==> src/peig_pkg.sv <==
// package: constants, register map and types of the endpoint interrupt generator
// Function
// legacy interrupts use only the inta line; intb, intc and intd are never sent.
// a legacy interrupt is signalled by an assert message and ended by a separate deassert message.
// each assert message also sets the pending bit in config status and in memory space.
// an enabled endpoint sends each msi as a memory write with exactly one dword of payload.
// vector counts 1 to 32 are supported and advertised in the multiple-message-capable field.
// each msi write goes to the message address and carries message data naming the vector.
// only as many low message data bits as the allocated vector count allows may change.
// host software enables msi and multiple vectors through the control register.
// host software writes a multiple-message-enable no greater than the capable value.
// host software writes data and address before it sets the msi enable bit.
// with msi enabled, msi writes are the only delivery method and no legacy messages go out.
// an msi write is sent in order behind earlier data writes.
// capability dword 0 holds id 05h in bits 7..0, next pointer in 15..8, control in 31..16.
// the two low bits of the message address always read as zero.
// each msi request has length 01h, first be 1111b, last be 0000b, no-snoop and ro clear.
// no msi write is issued while msi enable is clear; requests use the legacy path.
package peig_pkg;
    // ------------------------------------------------------------
    // register byte addresses
    // ------------------------------------------------------------
    localparam logic [7:0] ADDR_CAP_HDR   = 8'h00;
    localparam logic [7:0] ADDR_MSG_ADDR  = 8'h04;
    localparam logic [7:0] ADDR_MSG_DATA  = 8'h08;
    localparam logic [7:0] ADDR_IRQ_STAT  = 8'h0C;
    localparam logic [7:0] ADDR_IRQ_CLR   = 8'h10;
    localparam logic [7:0] ADDR_IRQ_EN    = 8'h14;
    localparam logic [7:0] ADDR_LEG_STAT  = 8'h18;
    // ------------------------------------------------------------
    // fields and reset values
    // ------------------------------------------------------------
    localparam logic [7:0] CAP_ID_MSI     = 8'h05;
    localparam logic [7:0] NEXT_PTR_RST   = 8'h00;
    localparam int         CTL_EN_BIT     = 0;
    localparam int         CTL_MMC_LSB    = 1;
    localparam int         CTL_MME_LSB    = 4;
    localparam logic [2:0] MMC_RST        = 3'h5;
    localparam logic [9:0] TLP_LEN_ONE    = 10'h001;
    localparam logic [3:0] FIRST_BE_ALL   = 4'hF;
    localparam logic [3:0] LAST_BE_NONE   = 4'h0;
    localparam logic [1:0] ATTR_NONE      = 2'h0;
    localparam int         IRQ_BITS       = 3;
    localparam int         EV_MSI_SENT    = 0;
    localparam int         EV_LEG_ASSERT  = 1;
    localparam int         EV_LEG_DEASSERT = 2;

    typedef enum logic [1:0] {
        MSG_ASSERT_INTA   = 2'b00,
        MSG_DEASSERT_INTA = 2'b01
    } peig_msg_t;

    // one outgoing request toward the transaction layer
    typedef struct packed {
        logic        is_msi;
        peig_msg_t   msg;
        logic [31:0] addr;
        logic [31:0] data;
        logic [9:0]  len;
        logic [3:0]  first_be;
        logic [3:0]  last_be;
        logic [1:0]  attr;
    } peig_req_t;
endpackage

==> src/peig_top.sv <==
// module: endpoint interrupt generator with apb registers
//
// Decided for this implementation: the APB slave port and the address map.
`timescale 1ns/100ps
module peig_top #(
    parameter logic [2:0] MMC = peig_pkg::MMC_RST
) (
    input  wire logic               clk,
    input  wire logic               reset,
    input  wire logic               psel,
    input  wire logic               penable,
    input  wire logic               pwrite,
    input  wire logic [7:0]         paddr,
    input  wire logic [31:0]        pwdata,
    output logic      [31:0]        prdata,
    output logic                    pready,
    output logic                    pslverr,
    input  wire logic               int_req,
    input  wire logic [4:0]         int_vector,
    input  wire logic               data_wr_pend,
    output logic                    req_valid,
    input  wire logic               req_ready,
    output peig_pkg::peig_req_t     req,
    output logic                    pending_cfg,
    output logic                    pending_mem,
    output logic                    irq
);
    import peig_pkg::*;

    // ------------------------------------------------------------
    // state and registers
    // ------------------------------------------------------------
    typedef enum logic [1:0] {
        ST_IDLE = 2'b00,
        ST_SEND = 2'b01,
        ST_HOLD = 2'b10
    } peig_state_t;

    peig_state_t      state_r;
    logic             msi_en_r;
    logic [2:0]       mme_r;
    logic [31:0]      addr_r;
    logic [15:0]      data_r;
    logic [IRQ_BITS-1:0] stat_r;
    logic [IRQ_BITS-1:0] en_r;
    logic             asserted_r;
    logic             want_r;
    logic [4:0]       vec_r;
    logic [15:0]      msi_data;
    logic [15:0]      ctl;
    logic             wr_acc;
    logic             rd_acc;
    logic             mapped;
    logic [IRQ_BITS-1:0] ev;

    assign wr_acc = psel && penable && pwrite;
    assign rd_acc = psel && !penable && !pwrite;
    assign mapped = (paddr == ADDR_CAP_HDR) || (paddr == ADDR_MSG_ADDR)
                 || (paddr == ADDR_MSG_DATA) || (paddr == ADDR_IRQ_STAT)
                 || (paddr == ADDR_IRQ_CLR) || (paddr == ADDR_IRQ_EN)
                 || (paddr == ADDR_LEG_STAT);
    assign ctl = {8'h00, 1'b0, mme_r, MMC, msi_en_r};

    // ------------------------------------------------------------
    // capability registers
    // ------------------------------------------------------------
    always_ff @(posedge clk) begin
        if (reset) begin
            msi_en_r <= 1'b0;
            mme_r    <= 3'h0;
            addr_r   <= 32'h0000_0000;
            data_r   <= 16'h0000;
        end else if (wr_acc) begin
            if (paddr == ADDR_CAP_HDR) begin
                msi_en_r <= pwdata[16+CTL_EN_BIT];
                // clamp so the enabled count never exceeds capability
                mme_r <= (pwdata[16+CTL_MME_LSB +: 3] > MMC) ? MMC
                                                             : pwdata[16+CTL_MME_LSB +: 3];
            end
            if (paddr == ADDR_MSG_ADDR) begin
                addr_r <= {pwdata[31:2], 2'b00};
            end
            if (paddr == ADDR_MSG_DATA) begin
                data_r <= pwdata[15:0];
            end
        end
    end

    // ------------------------------------------------------------
    // apb slave: one wait-free access phase
    // ------------------------------------------------------------
    always_ff @(posedge clk) begin
        if (reset) begin
            prdata  <= 32'h0000_0000;
            pready  <= 1'b0;
            pslverr <= 1'b0;
        end else begin
            pready  <= psel && !penable;
            pslverr <= psel && !penable && !mapped;
            if (rd_acc) begin
                case (paddr)
                    ADDR_CAP_HDR:  prdata <= {ctl, NEXT_PTR_RST, CAP_ID_MSI};
                    ADDR_MSG_ADDR: prdata <= addr_r;
                    ADDR_MSG_DATA: prdata <= {16'h0000, data_r};
                    ADDR_IRQ_STAT: prdata <= {29'h0, stat_r};
                    ADDR_IRQ_EN:   prdata <= {29'h0, en_r};
                    ADDR_LEG_STAT: prdata <= {30'h0, asserted_r, pending_cfg};
                    default:       prdata <= 32'h0000_0000;
                endcase
            end
        end
    end

    // ------------------------------------------------------------
    // request capture and sequencing
    // ------------------------------------------------------------
    // legacy wants the line asserted while a request is held
    always_ff @(posedge clk) begin
        if (reset) begin
            want_r <= 1'b0;
            vec_r  <= 5'h00;
        end else begin
            want_r <= int_req && !msi_en_r;
            if (int_req) begin
                vec_r <= int_vector;
            end
        end
    end

    peig_vec_mask u_mask (
        .mme    (mme_r),
        .base   (data_r),
        .vector (vec_r),
        .data   (msi_data)
    );

    always_ff @(posedge clk) begin
        if (reset) begin
            state_r    <= ST_IDLE;
            req_valid  <= 1'b0;
            req        <= '0;
            asserted_r <= 1'b0;
            ev         <= '0;
        end else begin
            ev <= '0;
            case (state_r)
                ST_IDLE: begin
                    // msi waits for earlier posted data to drain
                    if (msi_en_r && int_req && !data_wr_pend) begin
                        req_valid    <= 1'b1;
                        req.is_msi   <= 1'b1;
                        req.msg      <= MSG_ASSERT_INTA;
                        req.addr     <= addr_r;
                        req.data     <= {16'h0000, msi_data};
                        req.len      <= TLP_LEN_ONE;
                        req.first_be <= FIRST_BE_ALL;
                        req.last_be  <= LAST_BE_NONE;
                        req.attr     <= ATTR_NONE;
                        state_r      <= ST_SEND;
                    end else if (!msi_en_r && (want_r != asserted_r)) begin
                        req_valid    <= 1'b1;
                        req.is_msi   <= 1'b0;
                        req.msg      <= want_r ? MSG_ASSERT_INTA
                                               : MSG_DEASSERT_INTA;
                        req.addr     <= 32'h0000_0000;
                        req.data     <= 32'h0000_0000;
                        req.len      <= 10'h000;
                        req.first_be <= 4'h0;
                        req.last_be  <= LAST_BE_NONE;
                        req.attr     <= ATTR_NONE;
                        state_r      <= ST_SEND;
                    end else if (msi_en_r && asserted_r) begin
                        // enabling msi drops a held line without a message
                        asserted_r <= 1'b0;
                    end
                end
                ST_SEND: begin
                    if (req_ready) begin
                        req_valid <= 1'b0;
                        if (req.is_msi) begin
                            ev[EV_MSI_SENT] <= 1'b1;
                            state_r         <= ST_HOLD;
                        end else begin
                            asserted_r <= (req.msg == MSG_ASSERT_INTA);
                            ev[EV_LEG_ASSERT]   <= (req.msg == MSG_ASSERT_INTA);
                            ev[EV_LEG_DEASSERT] <= (req.msg == MSG_DEASSERT_INTA);
                            state_r    <= ST_IDLE;
                        end
                    end
                end
                ST_HOLD: begin
                    // one msi per request level
                    if (!int_req) begin
                        state_r <= ST_IDLE;
                    end
                end
                default: state_r <= ST_IDLE;
            endcase
        end
    end

    // ------------------------------------------------------------
    // pending bits follow the asserted line
    // ------------------------------------------------------------
    always_ff @(posedge clk) begin
        if (reset) begin
            pending_cfg <= 1'b0;
            pending_mem <= 1'b0;
        end else begin
            pending_cfg <= asserted_r;
            pending_mem <= asserted_r;
        end
    end

    // ------------------------------------------------------------
    // interrupt status, clear and enable
    // ------------------------------------------------------------
    always_ff @(posedge clk) begin
        if (reset) begin
            stat_r <= '0;
            en_r   <= '0;
            irq    <= 1'b0;
        end else begin
            // set wins over a clear in the same cycle
            stat_r <= (stat_r & ~((wr_acc && paddr == ADDR_IRQ_CLR) ? pwdata[IRQ_BITS-1:0]
                                                                      : '0)) | ev;
            if (wr_acc && paddr == ADDR_IRQ_EN) begin
                en_r <= pwdata[IRQ_BITS-1:0];
            end
            irq <= |(stat_r & en_r);
        end
    end

    // ------------------------------------------------------------
    // checks
    // ------------------------------------------------------------
    a_msi_needs_en: assert property (@(posedge clk) disable iff (reset)
        (req_valid && req.is_msi) |-> msi_en_r)
        else $error("msi issued while msi disabled");
    a_no_legacy_msi: assert property (@(posedge clk) disable iff (reset)
        ($rose(req_valid) && !req.is_msi) |-> !$past(msi_en_r))
        else $error("legacy message while msi enabled");
    a_one_dword: assert property (@(posedge clk) disable iff (reset)
        (req_valid && req.is_msi) |-> (req.len == TLP_LEN_ONE))
        else $error("msi length not one dword");
    a_be_attr: assert property (@(posedge clk) disable iff (reset)
        (req_valid && req.is_msi) |-> (req.first_be == 4'hF && req.last_be == 4'h0
                                       && req.attr == 2'h0))
        else $error("msi byte enables or attributes wrong");
    a_addr_align: assert property (@(posedge clk) disable iff (reset)
        (rd_acc && paddr == ADDR_MSG_ADDR) |=> (prdata[1:0] == 2'b00))
        else $error("message address not aligned");
    a_data_bits: assert property (@(posedge clk) disable iff (reset)
        (req_valid && req.is_msi) |-> ((req.data[15:0] >> mme_r) == (data_r >> mme_r)))
        else $error("msi data changed too many bits");
    a_order_data: assert property (@(posedge clk) disable iff (reset)
        ($rose(req_valid) && req.is_msi) |-> !$past(data_wr_pend))
        else $error("msi overtook pending data");
    a_pending_set: assert property (@(posedge clk) disable iff (reset)
        (req_valid && req_ready && !req.is_msi && req.msg == MSG_ASSERT_INTA)
            |-> ##2 pending_cfg && pending_mem)
        else $error("pending not set after assert");
    a_cap_read: assert property (@(posedge clk) disable iff (reset)
        (rd_acc && paddr == ADDR_CAP_HDR) |=> (prdata[7:0] == 8'h05 && prdata[19:17] == MMC))
        else $error("capability header wrong");
    c_msi_sent: cover property (@(posedge clk) disable iff (reset)
        req_valid && req_ready && req.is_msi);
    c_leg_assert: cover property (@(posedge clk) disable iff (reset)
        req_valid && req_ready && req.msg == MSG_ASSERT_INTA && !req.is_msi);
    c_leg_deassert: cover property (@(posedge clk) disable iff (reset)
        req_valid && req_ready && req.msg == MSG_DEASSERT_INTA);
    c_irq_out: cover property (@(posedge clk) disable iff (reset) $rose(irq));
endmodule

==> src/peig_vec_mask.sv <==
// module: merges the user vector into the message data low bits
`timescale 1ns/100ps
module peig_vec_mask (
    input  wire logic [2:0]  mme,
    input  wire logic [15:0] base,
    input  wire logic [4:0]  vector,
    output logic      [15:0] data
);
    import peig_pkg::*;
    logic [15:0] mask;
    always_comb begin
        // mme of n allows 2**n vectors, so n low bits may change, at most 5 bits for mme 5 to 7
        case (mme)
            3'h0:    mask = 16'h0000;
            3'h1:    mask = 16'h0001;
            3'h2:    mask = 16'h0003;
            3'h3:    mask = 16'h0007;
            3'h4:    mask = 16'h000F;
            default: mask = 16'h001F;
        endcase
        data = (base & ~mask) | ({11'h000, vector} & mask);
    end
endmodule

==> config.mk <==
export PLATFORM = sky130hd
export DESIGN_NAME = peig_top
export DESIGN_NICKNAME = d
export VERILOG_FILES = /design/src/peig_pkg.sv /design/src/peig_top.sv /design/src/peig_vec_mask.sv
export SDC_FILE = /design/constraint.sdc
export NUM_CORES = 1
export LEC_CHECK = 0
export ABC_CLOCK_PERIOD_IN_PS = 3000
export BUFFER_PORTS_ARGS = -buffer_cell sky130_fd_sc_hd__clkbuf_2
export CORE_MARGIN = 2
export CORE_UTILIZATION = 30
export CTS_CLUSTER_SIZE = 10
export DETAILED_ROUTE_END_ITERATION = 8
export GPL_TIMING_DRIVEN = 1
export PLACE_DENSITY = 0.58
export SLEW_MARGIN = 20
export SYNTH_ARGS = -nofsm -noshare
export SYNTH_HDL_FRONTEND = slang
export SYNTH_SLANG_ARGS = --single-unit
export TNS_END_PERCENT = 5
==> constraint.sdc <==
create_clock -name clk -period 3 [get_ports clk]
set_clock_uncertainty 0.05 [all_clocks]
set_input_delay 0.3 -clock clk [delete_from_list [all_inputs] [get_ports clk]]
set_output_delay 0.3 -clock clk [all_outputs]
set_load 0.02 [all_outputs]
==> impl_results.md <==
- Post-CTS setup buffers: 0
- Post_cts resized: 0
- Hold path cells: 3
- Power share of the combinational group: 4.9%
- H-tree Lvls: 4
- Synth Area in XOR/XNOR: 0.293%
- First-pass GRT wire length: 26,400 um
- Vias per cell: 4.68
- Post-synthesis sequential area ratio: 51.3%
- CTS sink cnt: 153
- Clock latency on the worst-skew pair: 0.43 ns
- Data arrival, critical path: 2.22 ns
- Switch share: 25.4%
- Tot GR Track Use: 16.1%
- Initial antenna violation count: 0
- Core region area: 0.0195 mm2
- Final core utilization: 37.5%
- Clock-pin slew on the worst setup and hold paths: 0.07 ns
- Post-DP Area: 0.00678 mm2
- TritonCTS buffer count: 17
- R2R depth: 5
- Number of synthesized flops with an enable pin: 0
- Share of layout cells above drive strength 1: 28.3%
- RSZ-0062 raised after global routing: no
- Vias: 4,750
- Starting density of the core: 30.6%
- Ant. Diodes: 0
- Fin Setup TNS: 0 ns
- Outcome: complete, no violations
- Rows: 51
- GPL Wtd Cong: 0.794
- Simple logic cell fraction of the synthesized area: 14.5%
- VDD IR-drop max: 395 uV
- Met2 GRT Util: 24.6%
- Worst-margin pin slew: 0.630 ns
- Internal: 3.17 mW
- Met3 Resource Use GR: 6.26%
- Post-route non-filler standard cell count: 1,015
- # fillers: 1,978
- IO buf count: 143
- Largest family of logic cells by synthesized area: compound AO/OA/AOI/OAI gates
- # setup viols final: 0
- Post-Layout Inst Area: 0.00732 mm2
- Highest clock rate: 512 MHz
- Yosys warns: 0
- Mapped Area: 0.00598 mm2
- Wire length per cell: 16.5 um
- Area grow syn2layout: 22.5%
- Min Tclk post-route: 1.95 ns
- Crit share post-route: 65.0%
- Sw Pwr: 1.08 mW
- Max Cap Viol: 0
- TritonRoute pass-1 iters: 5
- CP required: 3.27 ns
- Clock power share: 46.9%
- Placed cells: 983
- Worst hold slack: 0.0336 ns
- Worst min path class: primary input to flip-flop
- Synth Register Bits: 153
- Type of the worst setup path: flip-flop to flip-flop
- IO Pins: 178
- Syn avg cell area: 9.78 um2
- Die area: 0.0211 mm2
- Async S/R FF share, synth: 0%
- CP startpoint kind: flip-flop
- WL final: 16,700 um
- Met1 usage: 21.0%
- Hpwl dp: 11,600 um
- Largest net degree at the start of global routing: 55
- Crit end category: flip-flop
- Synth Flop Type: dfxtp_1
- GR peak layer: met2
- Worst-path fanout max: 47
- Relative slew slack: 57.5%
- Syn Inst Count: 611
- CTS tree: built
- Most frequent cells in the layout: dfxtp_1 (153), clkbuf_2 (142), nand2_1 (68)
- Pwr per Cell Area: 580 mW/mm2
- CTS max path bufs: 2
- Synth Area in Compound Gates: 18.1%
- DR DRC count: 0
- Mux share of post-synthesis cell area: 7.12%
- Layout Nets: 790
- Commonest non-fill, non-tap cell in the layout: dfxtp_1
- Pleak: 3.02 nW
- Post-synth cell types: 45
- Seq pwr share: 48.2%
- Clock tree root buffer cell: clkbuf_16
- Total grt overflow: 0
- Drt initial violations: 262
- Max-slew violations: 0
- Floorplan die height: 145 um
- Hold_buf cts: 0
- Die Wd: 145 um
- Hold Violations, Final: 0
- Post-synthesis adder-cell area fraction: 0%
- Vias in the first global route: 4,606
- Antenna viol nets, final: 0
==> path summary, 6_finish.rpt <==
path	end	slack, ns	start
hold reg to reg	prdata[17]	0.40	prdata[17]
setup / recovery	req[20]	1.05	asserted_r
setup reg to reg	req[20]	1.05	asserted_r
hold / removal	addr_r[23]	0.03	pwdata[23]
==> power groups by stage <==
stage / clock [mW] / combinational [mW] / sequential, mW
2_1_floorplan: 0 / 0.161 / 2.09
3_3_place_gp: 0 / 0.210 / 2.09
3_5_place_dp: 0 / 0.208 / 2.09
4_1_cts: 2.03 / 0.209 / 2.05
5_1_grt: 2.13 / 0.226 / 2.05
6_report: 1.99 / 0.208 / 2.05
==> critical path, stage by stage (launching register included) <==
cell	delay, ns
dfxtp_1	0.42
xnor2_1	0.10
o21ai_0	0.51
a21oi_4	0.08
buf_4	0.33
a22o_1	0.30
==> cell families (layout without fill, tap and decap cells) <==
group	after synthesis	in the layout
simple gates	180	180
xor+xnor	2	2
other cells	1	34
buf+inv	88	194
compound gates	146	146
mux	41	41
flops	153	153
==> metal layers <==
metal / wire (um) / vias up
met2: 7660 / 166
li1: - / 2351
met1: 7430 / 2218
met3: 1450 / 15
met4: 179 / 0
met5: 0 / -
==> metrics by stage <==
step | total power [mW] | setup WS [ns]
6_report | 4.25 | 1.05
5_1_grt | 4.41 | 0.909
4_1_cts | 4.29 | 1.08
3_5_place_dp | 2.30 | 0.698
3_3_place_gp | 2.30 | 0.722
2_1_floorplan | 2.25 | 1.27
==> cell type report <==
class / instances / area, um2 / area share (%)
repair buffers: 156 / 828 / 11.3
clock inverters: 15 / 118 / 1.61
multi-input cells: 403 / 2530 / 34.6
flip-flops and latches: 153 / 3060 / 41.8
well taps: 265 / 332 / 4.53
clock buffers: 17 / 425 / 5.81
inverters: 6 / 22.5 / 0.308
==> flip-flops by register name (all words and copies together) (netlist names), 2 cells and up <==
signal	cells
data_r	16
en_r	3
state_r	2
prdata	32
stat_r	3
vec_r	5
ev	3
mme_r	3
req	48
addr_r	30
==> cell usage after synthesis (all sizes together) (4+ instances only) <==
| master | instances | share of area [%] |
|---|---|---|
| inv | 6 | 0.38 |
| nor2 | 67 | 4.2 |
| nor2b | 5 | 0.52 |
| clkbuf | 20 | 1.3 |
| o21ai | 8 | 0.67 |
| a21oi | 37 | 3.1 |
| nor4b | 5 | 1.2 |
| nand2 | 68 | 4.3 |
| buf | 62 | 7.0 |
| mux2 | 12 | 2.3 |
| mux2i | 29 | 4.9 |
| dfxtp | 153 | 51 |
| a22oi | 28 | 3.5 |
| nand3b | 4 | 0.50 |
| nand3 | 6 | 0.50 |
| a22o | 48 | 7.0 |
| a2bb2oi | 13 | 1.9 |
| nor3 | 8 | 0.67 |
| and3 | 5 | 0.52 |
Power figures use the tool's default switching activity.
